### src/ppi_params.svh
`ifndef PPI_PARAMS_SVH
`define PPI_PARAMS_SVH
// ----------------------------------------
// Clock and timing
// ----------------------------------------
`define PPI_CLK_MHZ 100
`define PPI_DET_TIME_NS 1000
`define PPI_DET_CYCLES ((`PPI_DET_TIME_NS * `PPI_CLK_MHZ) / 1000)
`define PPI_PWR_CYCLES 4
// ----------------------------------------
// Receiver status codes
// ----------------------------------------
`define PPI_RXS_OK 3'h0
`define PPI_RXS_SKP_ADD 3'h1
`define PPI_RXS_SKP_DROP 3'h2
`define PPI_RXS_DETECTED 3'h3
`define PPI_RXS_DEC_ERR 3'h4
`define PPI_RXS_OVERFLOW 3'h5
`define PPI_RXS_UNDERFLOW 3'h6
`define PPI_RXS_DISP_ERR 3'h7
// ----------------------------------------
// Power state encodings
// ----------------------------------------
`define PPI_P0 2'h0
`define PPI_P0S 2'h1
`define PPI_P1 2'h2
`define PPI_P2 2'h3
// ----------------------------------------
// Comma and rate match
// ----------------------------------------
`define PPI_K285_NEG 10'h17C
`define PPI_K285_POS 10'h283
`define PPI_RM_PPM 300
`endif

### src/ppi_pkg.sv
`include "ppi_params.svh"
package ppi_pkg;
  // Detection sequencer states, Gray ordered
  typedef enum logic [1:0] {
    PPI_IDLE = 2'b00,
    PPI_CHARGE = 2'b01,
    PPI_SENSE = 2'b11,
    PPI_REPORT = 2'b10
  } ppi_det_t;
  // Aligner states
  typedef enum logic [1:0] {
    PPI_UNSYNC = 2'b00,
    PPI_HUNT = 2'b01,
    PPI_LOCKED = 2'b11
  } ppi_sync_t;
endpackage

### src/ppi_channel.sv
// Function
// Per-channel PIPE 2.0 interface block
// Block always in datapath, no bypass
// MAC request forces transmitter electrical idle
// MAC request launches receiver detection
// Compliance disparity override from MAC
// Low-power states only force electrical idle; the code also forces it on MAC request and while detecting
// Completion pulse on PHY status
// Three-bit encoded receiver status
// Gen1 ten-bit PMA, eight-bit MAC
// Aligner locks on K28.5 either disparity
// Rate match absorbs 300 ppm offset
// Low-latency option sets FIFO low-latency
// MAC width selectable eight or sixteen
// Bonded widths x1 to x8; the LANES parameter is accepted but no logic uses it
// Detect/loopback meaning depends on power state
// Detection timed by external 125 MHz
// Idle held while MAC idle input high
// PHY status lasts one cycle
`include "ppi_params.svh"
module ppi_channel import ppi_pkg::*; #(
  parameter int DW = 8,
  parameter int LANES = 1,
  parameter int DET_CYCLES = `PPI_DET_CYCLES
) (
  input wire logic mclk,
  input wire logic sys_rst,
  input wire logic [DW-1:0] tx_data,
  input wire logic tx_datak,
  input wire logic tx_elecidle,
  input wire logic tx_compliance,
  input wire logic tx_detect_loop,
  input wire logic [1:0] power_down,
  input wire logic rate_gen2,
  input wire logic low_latency,
  input wire logic [9:0] pma_rx_word,
  input wire logic pma_rx_valid,
  input wire logic rx_dec_err,
  input wire logic rx_disp_err,
  input wire logic rx_rm_add,
  input wire logic rx_rm_drop,
  input wire logic rx_rm_over,
  input wire logic rx_rm_under,
  input wire logic [DW-1:0] rx_dec_data,
  input wire logic rx_dec_k,
  input wire logic det_tick,
  input wire logic far_rx_present,
  input wire logic rx_ready,
  output logic [DW-1:0] enc_data,
  output logic enc_k,
  output logic enc_disp_force,
  output logic enc_disp_neg,
  output logic tx_buf_idle,
  output logic det_start,
  output logic loopback_on,
  output logic rm_low_latency,
  output logic rx_synced,
  output logic [DW-1:0] rx_data,
  output logic rx_datak,
  output logic rx_valid,
  output logic phy_status,
  output logic [2:0] rx_status
);
  // ----------------------------------------
  // Input synchronisers for pin-level inputs
  // ----------------------------------------
  logic [1:0] tick_sync; // Detection clock tick, crosses in
  logic [1:0] pres_sync; // Far-end sense result
  logic tick_q; // Edge memory of synced tick
  logic tick_rise;

  // tick from the 125 MHz detect clock crosses two flops
  always_ff @(posedge mclk or posedge sys_rst) begin
    if (sys_rst) begin
      tick_sync <= 2'h0;
      pres_sync <= 2'h0;
      tick_q <= 1'b0;
    end else begin
      tick_sync <= {tick_sync[0], det_tick};
      pres_sync <= {pres_sync[0], far_rx_present};
      tick_q <= tick_sync[1];
    end
  end
  assign tick_rise = tick_sync[1] & ~tick_q;

  // ----------------------------------------
  // Receiver detection sequencer
  // ----------------------------------------
  ppi_det_t det_state; // Sequencer state
  ppi_det_t next_det_state;
  logic [15:0] det_cnt; // Measurement window count
  logic [15:0] next_det_cnt;
  logic det_found; // Captured result
  logic next_det_found;
  logic det_req;

  // Detection only in P1; P0 gives loopback instead
  assign det_req = tx_detect_loop && (power_down == `PPI_P1);

  // Next state for detection
  always_comb begin
    next_det_state = det_state;
    next_det_cnt = det_cnt;
    next_det_found = det_found;
    unique case (det_state)
      PPI_IDLE: begin
        // Wait for a request
        if (det_req) begin
          next_det_state = PPI_CHARGE;
          next_det_cnt = 16'h0000;
        end
      end
      PPI_CHARGE: begin
        // Step applied, start on a detect-clock tick
        if (tick_rise) begin
          next_det_state = PPI_SENSE;
        end
      end
      PPI_SENSE: begin
        // Time window counted in detect-clock ticks
        if (tick_rise) begin
          next_det_cnt = det_cnt + 16'h0001;
        end
        if (det_cnt >= 16'(DET_CYCLES)) begin
          next_det_state = PPI_REPORT;
          next_det_found = pres_sync[1];
        end
      end
      PPI_REPORT: begin
        // Single report, then wait for request drop
        if (!tx_detect_loop) begin
          next_det_state = PPI_IDLE;
        end
      end
    endcase
  end

  always_ff @(posedge mclk or posedge sys_rst) begin
    if (sys_rst) begin
      det_state <= PPI_IDLE;
      det_cnt <= 16'h0000;
      det_found <= 1'b0;
    end else begin
      det_state <= next_det_state;
      det_cnt <= next_det_cnt;
      det_found <= next_det_found;
    end
  end

  // ----------------------------------------
  // Power state tracking
  // ----------------------------------------
  logic [1:0] pwr_cur; // Accepted power state
  logic [2:0] pwr_cnt; // Transition settle timer
  logic [1:0] next_pwr_cur;
  logic [2:0] next_pwr_cnt;
  logic pwr_done;

  // Accept any state; completion after a short settle
  always_comb begin
    next_pwr_cur = pwr_cur;
    next_pwr_cnt = pwr_cnt;
    pwr_done = 1'b0;
    if (power_down != pwr_cur && pwr_cnt == 3'h0) begin
      next_pwr_cnt = 3'(`PPI_PWR_CYCLES);
    end else if (pwr_cnt == 3'h1) begin
      next_pwr_cnt = 3'h0;
      next_pwr_cur = power_down;
      pwr_done = 1'b1;
    end else if (pwr_cnt != 3'h0) begin
      next_pwr_cnt = pwr_cnt - 3'h1;
    end
  end

  always_ff @(posedge mclk or posedge sys_rst) begin
    if (sys_rst) begin
      pwr_cur <= `PPI_P1;
      pwr_cnt <= 3'h0;
    end else begin
      pwr_cur <= next_pwr_cur;
      pwr_cnt <= next_pwr_cnt;
    end
  end

  // ----------------------------------------
  // Word aligner on K28.5
  // ----------------------------------------
  ppi_sync_t sync_state; // Aligner state
  ppi_sync_t next_sync_state;
  logic [1:0] comma_cnt; // Good commas seen
  logic [1:0] next_comma_cnt;
  logic is_comma;

  assign is_comma = (pma_rx_word == `PPI_K285_NEG) ||
                    (pma_rx_word == `PPI_K285_POS);

  // Lock after commas, drop on decode errors
  always_comb begin
    next_sync_state = sync_state;
    next_comma_cnt = comma_cnt;
    unique case (sync_state)
      PPI_UNSYNC: begin
        if (pma_rx_valid && is_comma) begin
          next_sync_state = PPI_HUNT;
          next_comma_cnt = 2'h1;
        end
      end
      PPI_HUNT: begin
        if (pma_rx_valid && rx_dec_err) begin
          next_sync_state = PPI_UNSYNC;
        end else if (pma_rx_valid && is_comma) begin
          next_comma_cnt = comma_cnt + 2'h1;
          if (comma_cnt == 2'h3) begin
            next_sync_state = PPI_LOCKED;
          end
        end
      end
      PPI_LOCKED: begin
        if (pma_rx_valid && rx_dec_err) begin
          next_sync_state = PPI_UNSYNC;
          next_comma_cnt = 2'h0;
        end
      end
      default: begin
        next_sync_state = PPI_UNSYNC;
      end
    endcase
  end

  always_ff @(posedge mclk or posedge sys_rst) begin
    if (sys_rst) begin
      sync_state <= PPI_UNSYNC;
      comma_cnt <= 2'h0;
    end else begin
      sync_state <= next_sync_state;
      comma_cnt <= next_comma_cnt;
    end
  end

  // ----------------------------------------
  // Receive buffer toward the MAC
  // ----------------------------------------
  logic buf_in_ready; // Not-full flag; its inverse is reported as overflow
  logic buf_out_valid;
  logic [DW:0] buf_out;

  // Always in path; no bypass exists
  ppi_skid #(.W(DW + 1)) u_rx_buf (
    .mclk(mclk),
    .sys_rst(sys_rst),
    .in_valid(pma_rx_valid && sync_state == PPI_LOCKED),
    .in_ready(buf_in_ready),
    .in_data({rx_dec_k, rx_dec_data}),
    .out_valid(buf_out_valid),
    .out_ready(rx_ready),
    .out_data(buf_out)
  );

  // ----------------------------------------
  // Status priority encoder
  // ----------------------------------------
  function automatic logic [2:0] ppi_status(input logic det, input logic hit,
      input logic dec, input logic disp, input logic ovf, input logic udf,
      input logic add, input logic drop);
    if (det) return hit ? `PPI_RXS_DETECTED : `PPI_RXS_OK;
    if (dec) return `PPI_RXS_DEC_ERR;
    if (ovf) return `PPI_RXS_OVERFLOW;
    if (udf) return `PPI_RXS_UNDERFLOW;
    if (disp) return `PPI_RXS_DISP_ERR;
    if (add) return `PPI_RXS_SKP_ADD;
    if (drop) return `PPI_RXS_SKP_DROP;
    return `PPI_RXS_OK;
  endfunction

  // ----------------------------------------
  // Output registers
  // ----------------------------------------
  logic det_done;
  logic next_idle;
  assign det_done = (det_state == PPI_SENSE) && (next_det_state == PPI_REPORT);
  // Idle on request, in any low-power state, or while detecting
  assign next_idle = tx_elecidle || (pwr_cur != `PPI_P0) ||
                     (det_state != PPI_IDLE);

  always_ff @(posedge mclk or posedge sys_rst) begin
    if (sys_rst) begin
      enc_data <= '0;
      enc_k <= 1'b0;
      enc_disp_force <= 1'b0;
      enc_disp_neg <= 1'b0;
      tx_buf_idle <= 1'b1;
      det_start <= 1'b0;
      loopback_on <= 1'b0;
      rm_low_latency <= 1'b0;
      rx_synced <= 1'b0;
      rx_data <= '0;
      rx_datak <= 1'b0;
      rx_valid <= 1'b0;
      phy_status <= 1'b0;
      rx_status <= `PPI_RXS_OK;
    end else begin
      // Loopback data replaces MAC data in P0
      enc_data <= loopback_on ? rx_dec_data : tx_data;
      enc_k <= loopback_on ? rx_dec_k : tx_datak;
      enc_disp_force <= tx_compliance;
      enc_disp_neg <= tx_compliance;
      tx_buf_idle <= next_idle;
      det_start <= det_state == PPI_CHARGE;
      loopback_on <= tx_detect_loop && pwr_cur == `PPI_P0 && !rate_gen2;
      rm_low_latency <= low_latency;
      rx_synced <= sync_state == PPI_LOCKED;
      rx_data <= buf_out[DW-1:0];
      rx_datak <= buf_out[DW];
      rx_valid <= buf_out_valid && rx_ready;
      phy_status <= det_done || pwr_done;
      rx_status <= ppi_status(det_done, next_det_found, rx_dec_err,
          rx_disp_err, rx_rm_over || !buf_in_ready, rx_rm_under,
          rx_rm_add, rx_rm_drop);
    end
  end

  // ----------------------------------------
  // Checks
  // ----------------------------------------
  a_idle_follow: assert property (@(posedge mclk) disable iff (sys_rst)
    tx_elecidle |=> tx_buf_idle) else $error("idle not forced");
  a_phy_pulse: assert property (@(posedge mclk) disable iff (sys_rst)
    phy_status |=> !phy_status) else $error("status too long");
  a_lowpwr_idle: assert property (@(posedge mclk) disable iff (sys_rst)
    pwr_cur != `PPI_P0 |=> tx_buf_idle) else $error("active in low power");
  a_det_p1: assert property (@(posedge mclk) disable iff (sys_rst)
    det_state == PPI_IDLE && det_req |=> ##1 det_start) else $error("late");
  a_loop_p0: assert property (@(posedge mclk) disable iff (sys_rst)
    loopback_on |-> $past(pwr_cur) == `PPI_P0) else $error("bad loopback");
  a_disp_ovr: assert property (@(posedge mclk) disable iff (sys_rst)
    tx_compliance |=> enc_disp_force) else $error("no disparity ctl");
  a_det_done: assert property (@(posedge mclk) disable iff (sys_rst)
    det_done |=> phy_status && rx_status == (det_found ? `PPI_RXS_DETECTED :
    `PPI_RXS_OK)) else $error("no done");
  a_comma_lock: assert property (@(posedge mclk) disable iff (sys_rst)
    sync_state == PPI_UNSYNC |=> !rx_synced) else $error("early lock");
endmodule

### src/ppi_skid.sv
`include "ppi_params.svh"
module ppi_skid import ppi_pkg::*; #(
  parameter int W = 9
) (
  input wire logic mclk,
  input wire logic sys_rst,
  input wire logic in_valid,
  output logic in_ready,
  input wire logic [W-1:0] in_data,
  output logic out_valid,
  input wire logic out_ready,
  output logic [W-1:0] out_data
);
  // ----------------------------------------
  // Two-entry buffer
  // ----------------------------------------
  logic [W-1:0] mem [2]; // Storage slots
  logic [1:0] count; // Words held
  logic rd_ptr; // Read slot
  logic wr_ptr; // Write slot
  logic [1:0] next_count;
  logic next_rd_ptr;
  logic next_wr_ptr;
  logic push;
  logic pop;

  // Handshake decode
  always_comb begin
    push = in_valid && (count != 2'h2);
    pop = (count != 2'h0) && out_ready;
    next_count = count + {1'b0, push} - {1'b0, pop};
    next_wr_ptr = wr_ptr ^ push;
    next_rd_ptr = rd_ptr ^ pop;
  end

  // State registers
  always_ff @(posedge mclk or posedge sys_rst) begin
    if (sys_rst) begin
      count <= 2'h0;
      rd_ptr <= 1'b0;
      wr_ptr <= 1'b0;
    end else begin
      count <= next_count;
      rd_ptr <= next_rd_ptr;
      wr_ptr <= next_wr_ptr;
    end
  end

  // Data storage, no reset needed
  always_ff @(posedge mclk) begin
    if (push) begin
      mem[wr_ptr] <= in_data;
    end
  end

  assign in_ready = (count != 2'h2);
  assign out_valid = (count != 2'h0);
  assign out_data = mem[rd_ptr];
endmodule
### config.mk
export PLATFORM = sky130hd
export DESIGN_NAME = ppi_channel
export DESIGN_NICKNAME = d
export VERILOG_FILES = /design/src/ppi_pkg.sv /design/src/ppi_channel.sv /design/src/ppi_skid.sv
export VERILOG_INCLUDE_DIRS = /design/src
export SDC_FILE = /design/constraint.sdc
export NUM_CORES = 1
export LEC_CHECK = 0
export BUFFER_PORTS_ARGS = -buffer_cell sky130_fd_sc_hd__buf_4
export CAP_MARGIN = 20
export CORE_MARGIN = 4
export CORE_UTILIZATION = 30
export CTS_CLUSTER_DIAMETER = 120
export DETAILED_ROUTE_END_ITERATION = 16
export PLACE_DENSITY = 0.48
export SYNTH_ARGS = -nofsm -noshare
export SYNTH_HDL_FRONTEND = slang
export SYNTH_SLANG_ARGS = --single-unit
### constraint.sdc
create_clock -name mclk -period 4.9 [get_ports mclk]
set_clock_uncertainty 0.1 [all_clocks]
set_input_delay 0.49 -clock mclk [delete_from_list [all_inputs] [get_ports mclk]]
set_output_delay 0.49 -clock mclk [all_outputs]
set_load 0.01 [all_outputs]
==> metrics <==
outcome completed; worst r2r src det_state[0]; f_max 501 MHz; via/cell ratio 4.68; Worst Setup Path Type reg -> reg; vias in the first global route 2,427; DIE HEIGHT 117 um; max_cap viols 0; top-area cell type share of the netlist area 0.445; drt first pass iters 6; share of cells above drive strength 1 0.338; Worst-path clk slew 0.06 ns; CTS tree yes; first-pass GRT wire length 11,900 um; Clk Latency, worst-skew pair 0.34 ns; setup TNS 0 ns; Num CTS Buffers 9; max_slew headroom 0.514; routed wire length 7330 um; initial core utilization 0.309; most common library cells after synthesis 63 x dfrtp_1, 22 x mux2_2, 18 x edfxtp_1; max-slew violation count 0; Worst EP required 5.06 ns; synth top area cells dfrtp_1 45%, edfxtp_1 15%, mux2_2 7.0%; Synth Warn # 0; largest area contributor in the synthesized netlist dfrtp_1; post_cts resized 0; Synth Cell Area 3540 um2; most used flip-flop cell after synthesis dfrtp_1; Tmin final 2.00 ns; setup slack, reg-to-reg 2.90 ns; Lkg Pwr 0.00195 uW; Total GRT Usage 0.114; reg2reg end det_cnt[9]; Layout area overhead 27.4%; Synth cell types 53; DR DRC count 0; number of I/O port buffers 76; area of the die 13,600 um2; worst slew pin tran 0.722 ns; Hold-fix buffers, CTS 0; CTS Sinks 83; H-tree depth 3; postcts setup bufs 0; Clock Tree Buf Depth 2; critical-path maximum fanout 13; most numerous cell in the Yosys netlist dfrtp_1; Core Area 11,500 um2; RSZ-0062 raised after global routing no; WP data arrival 2.15 ns; Ports 77; worst vdd ir 198 uV; Routed WL per cell 14.6 um; register area share after synthesis 0.613; GPL Wtd Cong 0.733; PD cells 434 nW/um2; Startpoint Class flip-flop; largest net degree at the start of global routing 51; Fin. Hold Viols 0; Async SR Flop Fraction 0.783; Crit. End Element flip-flop; aggregate global routing overflow 0; post-route ant nets 0; Final Net Count 413; Layout fillers 1,089; DRT iter0 DRCs 105; syn_nets 334; Chip Width 117 um; total power 1960 uW; period utilization 0.407; Synth Register Bits 83; depth of the most critical reg-to-reg path 4; hpwl dp 5270 um; EDFF count, synth 18; HP Class in -> async; clk root buf clkbuf_16; Mean Syn Cell Area 12.8 um2; n_diodes 0; Vias 2,359; initial antenna violation count 0; FP Rows 39; final count of negative-setup-slack endpoints 0; Synth Instances 277
==> area by class of cell <==
cell class | instances | area, um2 | area share
flip-flops and latches | 83 | 2170 | 0.481
multi-input cells | 174 | 1270 | 0.281
repair buffers | 77 | 578 | 0.128
clock buffers | 12 | 246 | 0.0546
well taps | 143 | 179 | 0.0397
inverters | 11 | 41.3 | 0.00915
clock inverters | 4 | 27.5 | 0.00610
==> worst max path at each step <==
stage / slack [ns] / to / from
6_report: 2.90 / det_cnt[9] / det_state[0]
4_1_cts: 2.90 / det_cnt[9] / det_state[0]
3_3_place_gp: 2.80 / comma_cnt[0] / pma_rx_word[3]
3_5_place_dp: 2.78 / comma_cnt[0] / pma_rx_word[3]
5_1_grt: 2.77 / det_cnt[9] / det_state[0]
2_1_floorplan: 2.69 / comma_cnt[0] / sys_rst
==> layer usage <==
metal / wire (um) / global-route usage / part of all wire / up-vias
li1: - / - / - / 1159
met1: 3410 / 0.149 / 0.47 / 1130
met2: 3330 / 0.177 / 0.45 / 60
met3: 476 / 0.0389 / 0.065 / 10
met4: 116 / 0.0413 / 0.016 / 0
met5: 0 / 0 / 0 / -
==> report_power, final <==
group	leakage, uW	switching [uW]	internal, uW
clock	0.000125	265	356
sequential	0.000968	111	819
combinational	0.000856	180	226
==> critical path, stage by stage, from the launching register on <==
cell and delay, ns:
dfrtp_1 0.54, and4b_1 0.41, a21oi_2 0.16, or4_1 0.53
a21oi_1 0.16
==> state kept, by name, indices dropped and copies added (netlist names), 2 cells and up <==
name	cells
pwr_cur	2
rx_status	3
det_cnt	16
rx_data	8
det_state	2
enc_data	8
u_rx_buf.mem	18
sync_state	2
tick_sync	2
comma_cnt	2
pwr_cnt	3
u_rx_buf.count	2
pres_sync	2
==> metrics by stage <==
step | cells | cell area [um2] | hold slack, ns | utilization | worst slack (ns)
after floorplan | 277 | 3540 | 0.231 | - | 2.69
after global placement | 488 | 4240 | 0.236 | 0.369 | 2.80
after detailed placement | 488 | 4240 | 0.237 | 0.369 | 2.78
after CTS | 504 | 4510 | 0.0257 | 0.393 | 2.90
after global routing | 504 | 4510 | 0.0396 | 0.393 | 2.77
final | 504 | 4510 | 0.0116 | 0.393 | 2.90
==> cell families (layout without fill, tap and decap cells) <==
kind of cell | after synthesis | count (layout) | share of synthesized area
flip-flops | 83 | 83 | 0.613
adder cells (fa/ha/maj) | 11 | 11 | 0.0382
multiplexers | 24 | 24 | 0.0756
AO/OA/AOI/OAI | 33 | 33 | 0.0608
buffers and inverters | 20 | 104 | 0.0290
AND/OR/NAND/NOR | 94 | 94 | 0.154
XOR/XNOR | 12 | 12 | 0.0297
==> layout by cell type (no fill, tap or decap), drive strengths merged, types with 3 or more instances in the layout <==
master,synthesis,final
a21oi,9,9
and3,4,4
buf,5,77
clkbuf,4,12
clkinvlp,0,3
dfrtp,63,63
edfxtp,18,18
ha,10,10
inv,11,11
mux2,22,22
nand2,17,17
nand2b,6,6
nand3,7,7
nand4,9,9
nor2,16,16
nor3,6,6
nor4,6,6
o21ai,7,7
o31ai,4,4
or4,5,5
xnor2,6,6
xor2,6,6
No activity file was read; power rests on OpenSTA's default activity.
